**config.mk**
```make
export PLATFORM = sky130hd
export DESIGN_NAME = readout_window
export DESIGN_NICKNAME = d
export VERILOG_FILES = /design/src/shared/win_pkg.sv /design/src/shared/axis_if.sv /design/src/rtl/win_origin.sv /design/src/rtl/readout_window.sv
export SDC_FILE = /design/constraint.sdc
export NUM_CORES = 1
export LEC_CHECK = 0
export ABC_CLOCK_PERIOD_IN_PS = 41400
export BUFFER_PORTS_ARGS = -buffer_cell sky130_fd_sc_hd__buf_2
export CAP_MARGIN = 20
export CORE_MARGIN = 5
export CORE_UTILIZATION = 25
export CTS_CLUSTER_DIAMETER = 80
export DETAILED_ROUTE_END_ITERATION = 6
export HOLD_SLACK_MARGIN = 0.02
export PLACE_DENSITY = 0.37
export SLEW_MARGIN = 20
export SYNTH_ARGS = -nofsm -noshare
export SYNTH_HDL_FRONTEND = slang
export SYNTH_SLANG_ARGS = --single-unit
```
**constraint.sdc**
```tcl
create_clock -name sys_clk -period 41.4 [get_ports sys_clk]
set_clock_uncertainty 0.15 [all_clocks]
set_input_delay 6.21 -clock sys_clk [delete_from_list [all_inputs] [get_ports sys_clk]]
set_output_delay 6.21 -clock sys_clk [all_outputs]
set_load 0.02 [all_outputs]
```
**src/shared/win_pkg.sv**
```systemverilog
package win_pkg;

  // Widths
  localparam int AW = 8;
  localparam int DW = 32;
  localparam int CW = 12;
  localparam int PW = 12;
  localparam int SW = 4;

  // Sensor array, physical columns and lines
  localparam logic [CW-1:0] SENSOR_W  = 12'h800;
  localparam logic [CW-1:0] SENSOR_H  = 12'h440;
  localparam logic [CW-1:0] ZERO_C    = 12'h000;
  localparam int            BIN_SHIFT = 1;

  // Register offsets
  localparam logic [AW-1:0] A_LEFT   = 8'h00;
  localparam logic [AW-1:0] A_TOP    = 8'h04;
  localparam logic [AW-1:0] A_WIDTH  = 8'h08;
  localparam logic [AW-1:0] A_HEIGHT = 8'h0c;
  localparam logic [AW-1:0] A_CENTER = 8'h10;
  localparam logic [AW-1:0] A_UNIT   = 8'h14;
  localparam logic [AW-1:0] A_PSEL   = 8'h18;
  localparam logic [AW-1:0] A_RMLIM  = 8'h1c;
  localparam logic [AW-1:0] A_GAIN   = 8'h20;
  localparam logic [AW-1:0] A_EXPO   = 8'h24;
  localparam logic [AW-1:0] A_EFF    = 8'h28;
  localparam logic [AW-1:0] A_GEOM   = 8'h2c;

  // Field positions
  localparam int CTR_X_BIT  = 0;
  localparam int CTR_Y_BIT  = 1;
  localparam int COLOUR_BIT = 0;
  localparam int TAP_LSB    = 4;
  localparam int TAP_MSB    = 6;
  localparam int BINH_BIT   = 8;
  localparam int BINV_BIT   = 9;
  localparam int FLAG_BIT   = 0;

  // Gain code and exposure limits
  localparam logic [8:0]  GAIN_MIN     = 9'h021;
  localparam logic [8:0]  GAIN_MAX     = 9'h1ff;
  localparam logic [8:0]  GAIN_EXT_MIN = 9'h000;
  localparam logic [8:0]  GAIN_RST     = 9'h021;
  localparam logic [23:0] EXPO_MIN_US     = 24'h00000a;
  localparam logic [23:0] EXPO_EXT_MIN_US = 24'h000002;
  localparam logic [23:0] EXPO_MAX_US     = 24'h0f4240;
  localparam logic [23:0] EXPO_RST_US     = 24'h001388;

  typedef enum logic [2:0] {
    TAP_2  = 3'b000,
    TAP_3  = 3'b001,
    TAP_4  = 3'b010,
    TAP_6  = 3'b011,
    TAP_8  = 3'b100,
    TAP_10 = 3'b101
  } tap_t;

  typedef enum logic [0:0] {
    SEL_GAIN = 1'b0,
    SEL_EXPO = 1'b1
  } psel_t;

  // Column step per tap geometry; colour three-tap needs whole colour pairs
  function automatic logic [SW-1:0] x_step(input tap_t tap, input logic colour);
    case (tap)
      TAP_2:   return 4'h2;
      TAP_3:   return colour ? 4'h6 : 4'h3;
      TAP_4:   return 4'h4;
      TAP_6:   return 4'h6;
      TAP_8:   return 4'h8;
      TAP_10:  return 4'ha;
      default: return 4'h2;
    endcase
  endfunction

  function automatic logic [SW-1:0] y_step(input logic colour);
    return colour ? 4'h2 : 4'h1;
  endfunction

  // Round down onto the step grid; constant divisors only
  function automatic logic [CW-1:0] snap(input logic [CW-1:0] v, input logic [SW-1:0] s);
    case (s)
      4'h2:    return {v[CW-1:1], 1'b0};
      4'h3:    return (v / 12'h003) * 12'h003;
      4'h4:    return {v[CW-1:2], 2'b00};
      4'h6:    return (v / 12'h006) * 12'h006;
      4'h8:    return {v[CW-1:3], 3'b000};
      4'ha:    return (v / 12'h00a) * 12'h00a;
      default: return v;
    endcase
  endfunction

endpackage

```
**src/shared/axis_if.sv**
```systemverilog
`timescale 1ns/1ps
interface axis_if;
  logic [win_pkg::CW-1:0] lim;
  logic [win_pkg::CW-1:0] len;
  logic [win_pkg::CW-1:0] org;
  logic [win_pkg::SW-1:0] step;
  logic                   center;
  logic [win_pkg::CW-1:0] eff;

  modport ctl  (output lim, output len, output org, output step, output center, input  eff);
  modport calc (input  lim, input  len, input  org, input  step, input  center, output eff);
endinterface

```
**src/rtl/win_origin.sv**
```systemverilog
`timescale 1ns/1ps
module win_origin (
  // Clock and reset
  input  logic sys_clk,
  input  logic rst_b,
  // One axis of the window
  axis_if.calc ax
);

  logic [win_pkg::CW-1:0] slack;
  logic [win_pkg::CW-1:0] centred;
  logic [win_pkg::CW-1:0] fitted;
  logic [win_pkg::CW-1:0] nxt_eff;
  logic [win_pkg::CW-1:0] eff_ff;

  assign slack   = ax.lim - ax.len;
  assign centred = win_pkg::snap(slack >> 1, ax.step); // RQ20
  // Origin pulled back so origin plus length never runs off the array
  assign fitted  = (ax.org > slack) ? win_pkg::snap(slack, ax.step) : ax.org; // RQ10 RQ11
  assign nxt_eff = ax.center ? centred : fitted; // RQ7 RQ8

  always_ff @(posedge sys_clk or negedge rst_b) begin
    if (!rst_b) begin
      eff_ff <= win_pkg::ZERO_C;
    end else begin
      eff_ff <= nxt_eff;
    end
  end

  assign ax.eff = eff_ff;

endmodule // win_origin

```
**src/rtl/readout_window.sv**
```systemverilog
// The address-and-strobe port and the address map are this design's own decisions.
`timescale 1ns/1ps
// Notes on behaviour
// RQ1: Extended gain range drops only minimum to zero
// RQ2: Extended exposure range allows two microsecond minimum
// RQ3: Selector targets only gain or exposure time
// RQ4: Software selects target, then sets flag
// RQ5: Column and row zero at top left
// RQ6: Only pixels inside window leave the block
// RQ7: Horizontal centering overrides programmed left column
// RQ8: Vertical centering overrides programmed top row
// RQ9: Reset leaves window at full sensor size
// RQ10: Left column plus width within sensor width
// RQ11: Top row plus height within sensor height
// RQ12: Monochrome rows and height step one line
// RQ13: Colour rows and height step two lines
// RQ14: Monochrome column step follows tap geometry
// RQ15: Colour column step, three-tap becomes six
// RQ16: Binning makes window units virtual columns, lines
// RQ17: Software writes left, top, width, height order
// RQ18: Gain code spans 33 to 511 normally
// RQ19: Illegal writes clamp down onto step grid
// RQ20: Centred origin is half slack, snapped down
module readout_window (
  // Clock and reset
  input  logic                      sys_clk,
  input  logic                      rst_b,
  // Register port
  input  logic [win_pkg::AW-1:0]    reg_addr,
  input  logic [win_pkg::DW-1:0]    reg_wdata,
  input  logic                      reg_wr,
  input  logic                      reg_rd,
  output logic [win_pkg::DW-1:0]    reg_rdata,
  // Pixel stream from the array
  input  logic                      pix_in_valid,
  input  logic                      pix_in_sof,
  input  logic                      pix_in_sol,
  input  logic [win_pkg::PW-1:0]    pix_in_data,
  // Pixel stream inside the window
  output logic                      pix_out_valid,
  output logic                      pix_out_sof,
  output logic                      pix_out_sol,
  output logic [win_pkg::PW-1:0]    pix_out_data,
  // Limited settings to the sensor front end
  output logic [8:0]                gain_code,
  output logic [23:0]               expo_us
);

  localparam int CW = win_pkg::CW;
  localparam int SW = win_pkg::SW;

  function automatic logic hit(input logic [win_pkg::AW-1:0] a, input logic [win_pkg::AW-1:0] off);
    return a == off;
  endfunction

  ////////////////////////////////////////////////////////////////////////////
  // Unit configuration

  logic                   colour_ff;
  win_pkg::tap_t          tap_ff;
  logic                   binh_ff;
  logic                   binv_ff;
  logic                   ctr_x_ff;
  logic                   ctr_y_ff;
  logic                   wr_unit;
  logic                   wr_center;
  logic                   tap_ok;
  logic [CW-1:0]          lim   [2];
  logic [SW-1:0]          step  [2];
  logic                   ctr   [2];
  logic [CW-1:0]          org_q [2];
  logic [CW-1:0]          len_q [2];
  logic [CW-1:0]          eff_q [2];

  assign wr_unit   = reg_wr & hit(reg_addr, win_pkg::A_UNIT);
  assign wr_center = reg_wr & hit(reg_addr, win_pkg::A_CENTER);
  assign tap_ok    = reg_wdata[win_pkg::TAP_MSB:win_pkg::TAP_LSB] <= win_pkg::TAP_10;

  // Binned readout shrinks the array seen by the window
  assign lim[0]  = binh_ff ? (win_pkg::SENSOR_W >> win_pkg::BIN_SHIFT) : win_pkg::SENSOR_W; // RQ16
  assign lim[1]  = binv_ff ? (win_pkg::SENSOR_H >> win_pkg::BIN_SHIFT) : win_pkg::SENSOR_H; // RQ16
  assign step[0] = win_pkg::x_step(tap_ff, colour_ff); // RQ14 RQ15
  assign step[1] = win_pkg::y_step(colour_ff); // RQ12 RQ13
  assign ctr[0]  = ctr_x_ff;
  assign ctr[1]  = ctr_y_ff;

  always_ff @(posedge sys_clk or negedge rst_b) begin
    if (!rst_b) begin
      colour_ff <= 1'b0;
      tap_ff    <= win_pkg::TAP_2;
      binh_ff   <= 1'b0;
      binv_ff   <= 1'b0;
    end else if (wr_unit) begin
      colour_ff <= reg_wdata[win_pkg::COLOUR_BIT];
      binh_ff   <= reg_wdata[win_pkg::BINH_BIT];
      binv_ff   <= reg_wdata[win_pkg::BINV_BIT];
      if (tap_ok) begin
        tap_ff <= win_pkg::tap_t'(reg_wdata[win_pkg::TAP_MSB:win_pkg::TAP_LSB]);
      end
    end
  end

  always_ff @(posedge sys_clk or negedge rst_b) begin
    if (!rst_b) begin
      ctr_x_ff <= 1'b0;
      ctr_y_ff <= 1'b0;
    end else if (wr_center) begin
      ctr_x_ff <= reg_wdata[win_pkg::CTR_X_BIT];
      ctr_y_ff <= reg_wdata[win_pkg::CTR_Y_BIT];
    end
  end

  ////////////////////////////////////////////////////////////////////////////
  // Window origin and size, one pass per axis

  logic          wide_hi;
  logic [CW-1:0] wval;

  assign wide_hi = |reg_wdata[win_pkg::DW-1:CW];
  assign wval    = wide_hi ? {CW{1'b1}} : reg_wdata[CW-1:0];

  for (genvar g = 0; g < 2; g++) begin : g_axis
    localparam logic [win_pkg::AW-1:0] ORG_A = (g == 0) ? win_pkg::A_LEFT  : win_pkg::A_TOP;
    localparam logic [win_pkg::AW-1:0] LEN_A = (g == 0) ? win_pkg::A_WIDTH : win_pkg::A_HEIGHT;
    localparam logic [CW-1:0]          FULL  = (g == 0) ? win_pkg::SENSOR_W : win_pkg::SENSOR_H;
    localparam int                     BIN_B = (g == 0) ? win_pkg::BINH_BIT : win_pkg::BINV_BIT;

    logic          wr_org;
    logic          wr_len;
    logic [CW-1:0] step_c;
    logic [CW-1:0] max_org;
    logic [CW-1:0] org_new;
    logic [CW-1:0] room;
    logic [CW-1:0] avail;
    logic [CW-1:0] len_snap;
    logic [CW-1:0] len_new;
    logic [CW-1:0] len_fit;
    logic [CW-1:0] org_ff;
    logic [CW-1:0] len_ff;
    logic [CW-1:0] nxt_org;
    logic [CW-1:0] nxt_len;
    logic [CW-1:0] lim_new;

    axis_if ax ();

    assign wr_org  = reg_wr & hit(reg_addr, ORG_A);
    assign wr_len  = reg_wr & hit(reg_addr, LEN_A);
    assign step_c  = {{(CW-SW){1'b0}}, step[g]};
    assign max_org = lim[g] - step_c;
    // Origin snaps down and leaves room for at least one step
    assign org_new = win_pkg::snap((wval > max_org) ? max_org : wval, step[g]); // RQ19
    // A new origin trims the size so the pair still fits
    assign room    = lim[g] - org_new;
    assign len_fit = (len_ff > room) ? win_pkg::snap(room, step[g]) : len_ff; // RQ10 RQ11
    // Centering frees the size from the programmed origin
    assign avail    = ctr[g] ? lim[g] : lim[g] - org_ff;
    assign len_snap = win_pkg::snap((wval > avail) ? avail : wval, step[g]); // RQ19
    assign len_new  = (len_snap == win_pkg::ZERO_C) ? step_c : len_snap;

    // A unit change re-opens the full array, as old values may be off grid
    // The limit register still holds the old binning on that edge, so take it from the write
    assign lim_new = reg_wdata[BIN_B] ? (FULL >> win_pkg::BIN_SHIFT) : FULL; // RQ16
    assign nxt_org = wr_unit ? win_pkg::ZERO_C : (wr_org ? org_new : org_ff);
    assign nxt_len = wr_unit ? lim_new : (wr_org ? len_fit : (wr_len ? len_new : len_ff));

    always_ff @(posedge sys_clk or negedge rst_b) begin
      if (!rst_b) begin
        org_ff <= win_pkg::ZERO_C; // RQ9
        len_ff <= FULL; // RQ9
      end else begin
        org_ff <= nxt_org;
        len_ff <= nxt_len;
      end
    end

    assign ax.lim    = lim[g];
    assign ax.len    = len_ff;
    assign ax.org    = org_ff;
    assign ax.step   = step[g];
    assign ax.center = ctr[g];

    win_origin u_origin (
      .sys_clk (sys_clk),
      .rst_b   (rst_b),
      .ax      (ax.calc)
    );

    assign org_q[g] = org_ff;
    assign len_q[g] = len_ff;
    assign eff_q[g] = ax.eff;
  end

  ////////////////////////////////////////////////////////////////////////////
  // Extended range for gain and exposure

  win_pkg::psel_t psel_ff;
  logic           ext_gain_ff;
  logic           ext_expo_ff;
  logic [8:0]     gain_ff;
  logic [23:0]    expo_ff;
  logic           wr_psel;
  logic           wr_rmlim;
  logic           wr_gain;
  logic           wr_expo;
  logic           psel_ok;
  logic           flag_w;
  logic           nxt_ext_gain;
  logic           nxt_ext_expo;
  logic [8:0]     gain_min;
  logic [23:0]    expo_min;
  logic [8:0]     gain_req;
  logic [23:0]    expo_req;
  logic [8:0]     gain_new;
  logic [23:0]    expo_new;
  logic [8:0]     nxt_gain;
  logic [23:0]    nxt_expo;

  assign wr_psel  = reg_wr & hit(reg_addr, win_pkg::A_PSEL);
  assign wr_rmlim = reg_wr & hit(reg_addr, win_pkg::A_RMLIM);
  assign wr_gain  = reg_wr & hit(reg_addr, win_pkg::A_GAIN);
  assign wr_expo  = reg_wr & hit(reg_addr, win_pkg::A_EXPO);
  // Only two targets exist; any other code leaves the selector as is
  assign psel_ok  = ~|reg_wdata[win_pkg::DW-1:1]; // RQ3
  assign flag_w   = reg_wdata[win_pkg::FLAG_BIT];

  // The flag lands on whichever target is selected now
  assign nxt_ext_gain = (wr_rmlim && psel_ff == win_pkg::SEL_GAIN) ? flag_w : ext_gain_ff; // RQ4
  assign nxt_ext_expo = (wr_rmlim && psel_ff == win_pkg::SEL_EXPO) ? flag_w : ext_expo_ff; // RQ4

  // Only the floor moves; the ceiling of 511 stays
  assign gain_min = nxt_ext_gain ? win_pkg::GAIN_EXT_MIN : win_pkg::GAIN_MIN; // RQ1 RQ18
  assign expo_min = nxt_ext_expo ? win_pkg::EXPO_EXT_MIN_US : win_pkg::EXPO_MIN_US; // RQ2

  assign gain_req = (|reg_wdata[win_pkg::DW-1:9]) ? win_pkg::GAIN_MAX : reg_wdata[8:0];
  assign expo_req = (|reg_wdata[win_pkg::DW-1:24]) ? win_pkg::EXPO_MAX_US : reg_wdata[23:0];
  assign gain_new = wr_gain ? gain_req : gain_ff;
  assign expo_new = wr_expo ? expo_req : expo_ff;

  // Dropping the flag pulls a low setting back up to the factory floor
  assign nxt_gain = (gain_new < gain_min) ? gain_min :
                    (gain_new > win_pkg::GAIN_MAX) ? win_pkg::GAIN_MAX : gain_new; // RQ18
  assign nxt_expo = (expo_new < expo_min) ? expo_min :
                    (expo_new > win_pkg::EXPO_MAX_US) ? win_pkg::EXPO_MAX_US : expo_new; // RQ2

  always_ff @(posedge sys_clk or negedge rst_b) begin
    if (!rst_b) begin
      psel_ff <= win_pkg::SEL_GAIN;
    end else if (wr_psel && psel_ok) begin
      psel_ff <= win_pkg::psel_t'(reg_wdata[0]); // RQ3
    end
  end

  always_ff @(posedge sys_clk or negedge rst_b) begin
    if (!rst_b) begin
      ext_gain_ff <= 1'b0;
      ext_expo_ff <= 1'b0;
      gain_ff     <= win_pkg::GAIN_RST;
      expo_ff     <= win_pkg::EXPO_RST_US;
    end else begin
      ext_gain_ff <= nxt_ext_gain;
      ext_expo_ff <= nxt_ext_expo;
      gain_ff     <= nxt_gain;
      expo_ff     <= nxt_expo;
    end
  end

  assign gain_code = gain_ff;
  assign expo_us   = expo_ff;

  ////////////////////////////////////////////////////////////////////////////
  // Pixel gating

  logic [CW-1:0] col_ff;
  logic [CW-1:0] row_ff;
  logic [CW-1:0] cur_col;
  logic [CW-1:0] cur_row;
  logic [CW-1:0] fx_ff;
  logic [CW-1:0] fy_ff;
  logic [CW-1:0] fw_ff;
  logic [CW-1:0] fh_ff;
  logic [CW-1:0] use_x;
  logic [CW-1:0] use_y;
  logic [CW-1:0] use_w;
  logic [CW-1:0] use_h;
  logic          frame_go;
  logic          in_x;
  logic          in_y;
  logic          in_win;
  logic          out_valid_ff;
  logic          out_sof_ff;
  logic          out_sol_ff;
  logic [win_pkg::PW-1:0] out_data_ff;

  // Counters start at the top left corner of the array
  assign cur_col = (pix_in_sof | pix_in_sol) ? win_pkg::ZERO_C : col_ff + 12'h001; // RQ5
  assign cur_row = pix_in_sof ? win_pkg::ZERO_C : (pix_in_sol ? row_ff + 12'h001 : row_ff); // RQ5

  // Window is frozen at frame start so a mid-frame write cannot tear the image
  assign frame_go = pix_in_valid & pix_in_sof;
  assign use_x    = frame_go ? eff_q[0] : fx_ff;
  assign use_y    = frame_go ? eff_q[1] : fy_ff;
  assign use_w    = frame_go ? len_q[0] : fw_ff;
  assign use_h    = frame_go ? len_q[1] : fh_ff;

  assign in_x   = (cur_col >= use_x) && ({1'b0, cur_col} < {1'b0, use_x} + {1'b0, use_w});
  assign in_y   = (cur_row >= use_y) && ({1'b0, cur_row} < {1'b0, use_y} + {1'b0, use_h});
  assign in_win = pix_in_valid & in_x & in_y; // RQ6

  always_ff @(posedge sys_clk or negedge rst_b) begin
    if (!rst_b) begin
      col_ff <= win_pkg::ZERO_C;
      row_ff <= win_pkg::ZERO_C;
    end else if (pix_in_valid) begin
      col_ff <= cur_col;
      row_ff <= cur_row;
    end
  end

  always_ff @(posedge sys_clk or negedge rst_b) begin
    if (!rst_b) begin
      fx_ff <= win_pkg::ZERO_C;
      fy_ff <= win_pkg::ZERO_C;
      fw_ff <= win_pkg::SENSOR_W;
      fh_ff <= win_pkg::SENSOR_H;
    end else if (frame_go) begin
      fx_ff <= use_x;
      fy_ff <= use_y;
      fw_ff <= use_w;
      fh_ff <= use_h;
    end
  end

  always_ff @(posedge sys_clk or negedge rst_b) begin
    if (!rst_b) begin
      out_valid_ff <= 1'b0;
      out_sof_ff   <= 1'b0;
      out_sol_ff   <= 1'b0;
      out_data_ff  <= {win_pkg::PW{1'b0}};
    end else begin
      out_valid_ff <= in_win; // RQ6
      out_sof_ff   <= in_win && cur_col == use_x && cur_row == use_y;
      out_sol_ff   <= in_win && cur_col == use_x;
      if (in_win) begin
        out_data_ff <= pix_in_data;
      end
    end
  end

  assign pix_out_valid = out_valid_ff;
  assign pix_out_sof   = out_sof_ff;
  assign pix_out_sol   = out_sol_ff;
  assign pix_out_data  = out_data_ff;

  ////////////////////////////////////////////////////////////////////////////
  // Register read back

  logic [win_pkg::DW-1:0] rd_mux;
  logic [win_pkg::DW-1:0] rdata_ff;

  assign rd_mux =
    hit(reg_addr, win_pkg::A_LEFT)   ? {20'h00000, org_q[0]} :
    hit(reg_addr, win_pkg::A_TOP)    ? {20'h00000, org_q[1]} :
    hit(reg_addr, win_pkg::A_WIDTH)  ? {20'h00000, len_q[0]} :
    hit(reg_addr, win_pkg::A_HEIGHT) ? {20'h00000, len_q[1]} :
    hit(reg_addr, win_pkg::A_CENTER) ? {30'h00000000, ctr_y_ff, ctr_x_ff} :
    hit(reg_addr, win_pkg::A_UNIT)   ? {22'h000000, binv_ff, binh_ff, 1'b0, tap_ff, 3'h0, colour_ff} :
    hit(reg_addr, win_pkg::A_PSEL)   ? {31'h00000000, psel_ff} :
    hit(reg_addr, win_pkg::A_RMLIM)  ? {31'h00000000, (psel_ff == win_pkg::SEL_GAIN) ? ext_gain_ff : ext_expo_ff} :
    hit(reg_addr, win_pkg::A_GAIN)   ? {23'h000000, gain_ff} :
    hit(reg_addr, win_pkg::A_EXPO)   ? {8'h00, expo_ff} :
    hit(reg_addr, win_pkg::A_EFF)    ? {4'h0, eff_q[1], 4'h0, eff_q[0]} :
    hit(reg_addr, win_pkg::A_GEOM)   ? {step[1], step[0], lim[1], lim[0]} :
                                       32'h00000000;

  always_ff @(posedge sys_clk or negedge rst_b) begin
    if (!rst_b) begin
      rdata_ff <= 32'h00000000;
    end else if (reg_rd) begin
      rdata_ff <= rd_mux;
    end
  end

  assign reg_rdata = rdata_ff;

endmodule // readout_window

```
---- Word level (Yosys, flattened, before mapping) ----
Index checks and enable logic that the tools add are counted.
word-level totals
  input bits .............................. 59
  output and inout port bits .............. 80
  memories ................................ 0
  word-level logic and storage cells ...... 260
  bits in registers ....................... 235
  RAM bits ................................ 0
  ROM bits ................................ 0
  bits in latches ......................... 0
cells by class
  order comparisons ....................... 17
  $add $sub $neg .......................... 12
  shift-type cells ........................ 0
  muxes and demuxes ....................... 74
  bitwise operators ....................... 15
  equality and inequality tests ........... 32
  $mul .................................... 30
  reduce and logical (&&, ||, !) cells .... 22
  divide/modulo/power cells ............... 30
operators by type and width
  cell                                                                   number
  12-bit one-hot mux with 6 select lines                                 10
  12-bit two-way mux                                                     34
  30-bit two-way mux                                                     12
  12-bit by 2-bit multiplier with 11-bit output, second input constant   10
  12-bit by 2-bit multiplier with 12-bit output, second input constant   10
  12-bit by 3-bit multiplier with 11-bit output, second input constant   10
  12-bit by 2-bit divider with 12-bit output, second input constant      8
  12-bit by 3-bit divider with 12-bit output, second input constant      8
  12-bit by 4-bit divider with 12-bit output, second input constant      8
  12-bit greater-than comparator                                         8
  24-bit two-way mux                                                     4
  9-bit two-way mux                                                      4
  11-bit by 12-bit subtractor with 12-bit output                         3
  12-bit subtractor                                                      3
  8-bit by 5-bit equality test with 1-bit output, second input constant  4
  8-bit by 6-bit equality test with 1-bit output, second input constant  4
  31-bit OR reduction                                                    1
  12-bit by 12-bit adder with 13-bit output                              2
  12-bit by 13-bit < comparator with 1-bit output                        2
  12-bit by 1-bit adder with 12-bit output, second input constant        2
  11-bit by 2-bit divider with 12-bit output, second input constant      2
  11-bit by 3-bit divider with 12-bit output, second input constant      2
  11-bit by 4-bit divider with 12-bit output, second input constant      2
  12-bit equality test                                                   2
  other kinds (40)                                                       77

---- Depth between registers and ports, before layout ----
  word-level depth ........................ 15
  depth in mapped cells ................... 91
  mapped depth without buffers ............ 84

---- By module ----
A second synthesis with hierarchy kept.
unflattened totals
  cells, all modules ...................... 5066
  area, all modules ....................... 39248.9 µm²
modules (own cells, without submodules)
  module                            sequential area each (µm²)  area an instance (µm²)  times used  cells an instance
  readout_window                    5246.3                      26444.1                 1           3312
  win_origin at g_axis[0].u_origin  300.3                       6480.0                  1           914
  win_origin at g_axis[1].u_origin  300.3                       6324.8                  1           840

---- Worst setup path after synthesis ----
Ideal clock, no wire load.
  path kind ............................... input port to flip-flop
  from .................................... input reg_wdata[29] (netlist bit)
  to ...................................... register g_axis[0].len_ff[10]
  path buffers ............................ 5
  setup time .............................. 140 ps
  setup slack ............................. 21225 ps
  arrival ................................. 19885 ps
  data required time ...................... 41110 ps
  stages .................................. 77
  cells stage by stage .................... nor4_1 > and2_1 > buf_2 > nand2_2 > clkbuf_1 > nor2_1 > inv_1 > ha_1 > nor2b_1 > o211ai_1 > a211oi_2 > o31ai_4 > buf_8 > buf_8 > mux2i_2 > buf_2 > nor2_1 > a2111oi_2 > [41 not listed] > ha_1 > a21o_1 > or4_1 > and3_1 > ha_1 > a21o_1 > a21o_1 > a21o_1 > a21oi_1 > o21bai_1 > a21oi_1 > o21bai_1 > a21oi_1 > xnor2_1 > a222oi_1 > o21ai_0 > nand2_1 > a31oi_1
on the way
  word-level cells in the longest chain between the ends .. 14
  elaborated cells between the ends (all ways) .. 37
  those cells by class .................... add/sub (1); mul (9); div (9); order compare (3); eq/ne (1); mux (11); reduce/logical (3)
ends and longest elaborated chain
  element                                                                      line                   RTL
  from (decl)                                                                  readout_window.sv:30   input logic [win_pkg::DW-1:0] reg_wdata,
  20-bit OR reduction *                                                        readout_window.sv:119  assign wide_hi = |reg_wdata[win_pkg::DW-1:CW];
  12-bit two-way mux *                                                         readout_window.sv:120  assign wval = wide_hi ? {CW{1'b1}} : reg_wdata[CW-1:0];
  12-bit greater-than comparator                                               readout_window.sv:151  assign org_new = win_pkg::snap((wval > max_org) ? max_org : wval, step[g]);
  12-bit two-way mux                                                           readout_window.sv:151
  12-bit by 2-bit divider with 12-bit output, or another cell as far along     win_pkg.sv:85          4'h3: return (v / 12'h003) * 12'h003;
  12-bit by 2-bit multiplier with 12-bit output, or another cell as far along  win_pkg.sv:85
  12-bit one-hot mux with 6 select lines                                       win_pkg.sv:83          case (s)
  12-bit subtractor                                                            readout_window.sv:153  assign room = lim[g] - org_new;
  12-bit by 4-bit divider with 12-bit output, or another cell as far along     win_pkg.sv:89          4'ha: return (v / 12'h00a) * 12'h00a;
  12-bit by 3-bit multiplier with 11-bit output, or another cell as far along  win_pkg.sv:89
  12-bit one-hot mux with 6 select lines                                       win_pkg.sv:83
  12-bit two-way mux                                                           readout_window.sv:154  assign len_fit = (len_ff > room) ? win_pkg::snap(room, step[g]) : len_ff;
  12-bit two-way mux (2 in series)                                             readout_window.sv:164  assign nxt_len = wr_unit ? lim_new : (wr_org ? len_fit : (wr_len ? len_new : len_ff));
  to (signal assigned)                                                         readout_window.sv:172  len_ff <= nxt_len;
  to (decl)                                                                    readout_window.sv:139  logic [CW-1:0] len_ff;
Every way passes the cells marked *; elsewhere a longest branch is shown, timed or not. The select of a mux whose other input is x is not followed.
A chain may end at the register's enable or synchronous reset.

---- Worst setup path after layout ----
  from .................................... input reg_wdata[19] (netlist bit)
  to ...................................... register g_axis[0].len_ff[11]
The elaborated chain is that of the path after synthesis.

==> results_dict.tcl <==
set metrics [dict create \
    outcome "finished with violations" \
    violations "design-rule violations" \
    cpMostUsedCell "a21oi_1" \
    cts.sinks 233 \
    grt_pass1_wl_mm 199 \
    grtUsageMet1 0.276 \
    ys_types 126 \
    synthMuxAreaShare 0.0570 \
    vias_per_cell 5.39 \
    fin_crit_ps 23280 \
    synth_top_family_by_area "compound AO/OA/AOI/OAI gates" \
    syn_area_um2 31400 \
    worst_pin_slew_ps 1080 \
    routedWlPerCell_um 23.0 \
    cts_buffers 34 \
    pin_count 139 \
    core_area_um2 125000 \
    synthCells 4038 \
    synth-xor-area-share 0.0671 \
    switching_power_mw 1.56 \
    die_x_um 365 \
    reg2reg_to "g_axis[0].ax.len[11]" \
    end_kind "flip-flop" \
    report.final.hold_viol_count 0 \
    cts.clk_slew.worst_paths_ps 60 \
    grt_busiest_layer "met2" \
    p_int_mw 1.44 \
    crit_required_ps 41710 \
    r2r_slack_ps 22760 \
    max_stage_delay_ps 820 \
    pwr-share-comb 0.795 \
    syn_avg_cell_area_um2 7.78 \
    drv_cap 0 \
    cp_max_fo 38 \
    io_buffer_count 136 \
    fmaxAchievable_mhz 42.9 \
    clk_latency_ps 550 \
    cts_setup_buffers 0 \
    antenna_found_initial 2 \
    place_inst 5704 \
    setup_tns_ps 0 \
    drive_gt1_frac 0.124 \
    cts-root-buf "clkbuf_16" \
    async_reset_ff_frac 1.00 \
    setup_viol 0 \
    layout.cells.non_filler 5770 \
    r2r-start "tap_ff[1]" \
    dieArea_um2 133000 \
    powerDensity_nw_per_um2 85.2 \
    layout_common_cells "ha_1, nand2_1, a21oi_1" \
    gp_congestion 0.851 \
    gr-usage-met2 0.324 \
    holdPathStages 2 \
    hp-class "flip-flop to flip-flop" \
    grt_overflow_total 0 \
    drc 4 \
    fill_cells 13700 \
    synth_compound_area_frac 0.288 \
    yosysWarnings 0 \
    initial_core_util 0.251 \
    post_cts_resized 0 \
    rsz0062_at_grt "false" \
    startpoint "reg_wdata[19]" \
    slew_headroom 0.259 \
    cts_tree "yes" \
    synth_edf_count 0 \
    seq_area_um2 5850 \
    synth.yosys.seq_area_share 0.186 \
    areaGrowthSynthToFinish_pct 12.0 \
    cp.arrival_ps 23600 \
    leakage_nw 15.4 \
    vias 31100 \
    ir_drop_v 0.0000496 \
    pwr-share-clk 0.103 \
    cts.path.max_buffers 3 \
    period_share 0.562 \
    criticalPathCategory "primary input to flip-flop" \
    met3_usage 0.0140 \
    p_sw_frac 0.519 \
    slew_viol_final 0 \
    final_common_cell "ha_1" \
    ff2ff_path_depth 80 \
    fin_nets 4534 \
    seq_power_share 0.101 \
    grt_usage 0.194 \
    dp_hpwl_mm 104 \
    multi_input_area_um2 23800 \
    hold_buffers 0 \
    die_h_um 365 \
    ant_nets 0 \
    holdCritStartpoint "fh_ff[9]" \
    cp-start-kind "primary input" \
    synth_fa_ha_area_frac 0.160 \
    htree_levels 2 \
    row_count 130 \
    slowest_stage "a221oi_1" \
    synth_flop_cell "dfrtp_1" \
    drt_iter0_markers 2563 \
    min_to "fh_ff[9]" \
    synth_seq_cells 233 \
    finalWirelength_mm 133 \
    grt_max_degree 77 \
    grt_pass1_vias 29900 \
    synthSimpleGateAreaFrac 0.183 \
    drt-pass1-iter-count 7 \
]
==> Yosys cell counts (68+ instances only) <==
| master | instances | area share |
|---|---|---|
| nand2_1 | 331 | 0.040 |
| ha_1 | 368 | 0.15 |
| o21ai_0 | 273 | 0.043 |
| clkbuf_1 | 163 | 0.019 |
| a21o_1 | 126 | 0.030 |
| o22ai_1 | 68 | 0.014 |
| nor3_1 | 95 | 0.015 |
| xnor2_1 | 163 | 0.045 |
| mux2_2 | 108 | 0.039 |
| a21oi_1 | 326 | 0.052 |
| dfrtp_1 | 220 | 0.18 |
| nor2_1 | 318 | 0.038 |
| xor2_1 | 76 | 0.021 |
| inv_1 | 238 | 0.028 |
| nand3_1 | 103 | 0.016 |
==> cell type report <==
cell class / instances / share of cell area
Clock inverter: 14 / 0.00597
Timing Repair Buffer: 224 / 0.0384
Inverter: 257 / 0.0274
Tap cell: 1650 / 0.0586
Clock buffer: 48 / 0.0277
Antenna cell: 4 / 0.000284
Sequential cell: 233 / 0.166
Multi-Input combinational cell: 3340 / 0.676
==> cells by family (layout without fill, tap and decap cells) <==
logic type / count (synthesis) / in the layout
muxes: 159 / 159
DFF: 233 / 233
xor gates and xnor gates: 240 / 240
buffers and inverters: 470 / 543
other: 1 / 10
adders and majority gates: 392 / 392
and+or+nand+nor: 1187 / 1187
AOI/OAI and AO/OA: 1356 / 1356
==> power groups by stage <==
stage	combinational (mW)	clock, mW	sequential (mW)
4_1_cts	2.40	0.319	0.305
3_5_place_dp	2.38	0	0.309
2_1_floorplan	1.78	0	0.289
3_3_place_gp	2.40	0	0.308
5_1_grt	2.68	0.326	0.308
6_report	2.39	0.310	0.304
==> per-stage QoR <==
| stage | utilization | setup WS (ps) | total power, mW | area (µm²) | hold WS [ps] |
|---|---|---|---|---|---|
| after detailed placement | 0.272 | 17820 | 2.69 | 34000 | 308 |
| final | 0.281 | 18120 | 3.00 | 35200 | 316 |
| after CTS | 0.281 | 18360 | 3.02 | 35200 | 323 |
| after global placement | 0.272 | 18120 | 2.71 | 34000 | 299 |
| after floorplan | - | 21220 | 2.07 | 31500 | 289 |
| after global routing | 0.281 | 16450 | 3.31 | 35200 | 337 |
==> registers in the layout, summed over array words and instances, names as in the netlist, 3 cells and up <==
register,flops
tap_ff,3
fy_ff,12
g_axis.ax.len,24
reg_rdata,30
gain_code,9
expo_us,24
row_ff,12
fx_ff,12
fw_ff,12
col_ff,12
g_axis.u_origin.ax.eff,24
pix_out_data,12
fh_ff,12
g_axis.ax.org,24
==> how the worst max path moves through the flow <==
stage,slack [ps],endpoint
CTS,18360,g_axis[0].ax.len[11]
detailed placement,17820,g_axis[0].ax.len[11]
global route,16450,g_axis[0].ax.len[11]
floorplan,21220,g_axis[0].ax.len[10]
finish,18120,g_axis[0].ax.len[11]
global placement,18120,g_axis[0].ax.len[11]
==> critical path: cells and delay by family <==
kind,cells,cell delay (ps)
AOI/OAI and AO/OA,34,7020
and+or+nand+nor,24,5550
adders and majority gates,7,1800
buffers and inverters,8,1750
muxes,2,940
xor gates and xnor gates,2,260
==> routing by layer <==
| metal | share of wire | vias up |
|---|---|---|
| met2 | 0.46 | 710 |
| met1 | 0.48 | 15200 |
| met4 | 0.018 | 0 |
| met3 | 0.039 | 90 |
| li1 | - | 15100 |
| met5 | 0 | - |
Power figures use the tool's default switching activity.
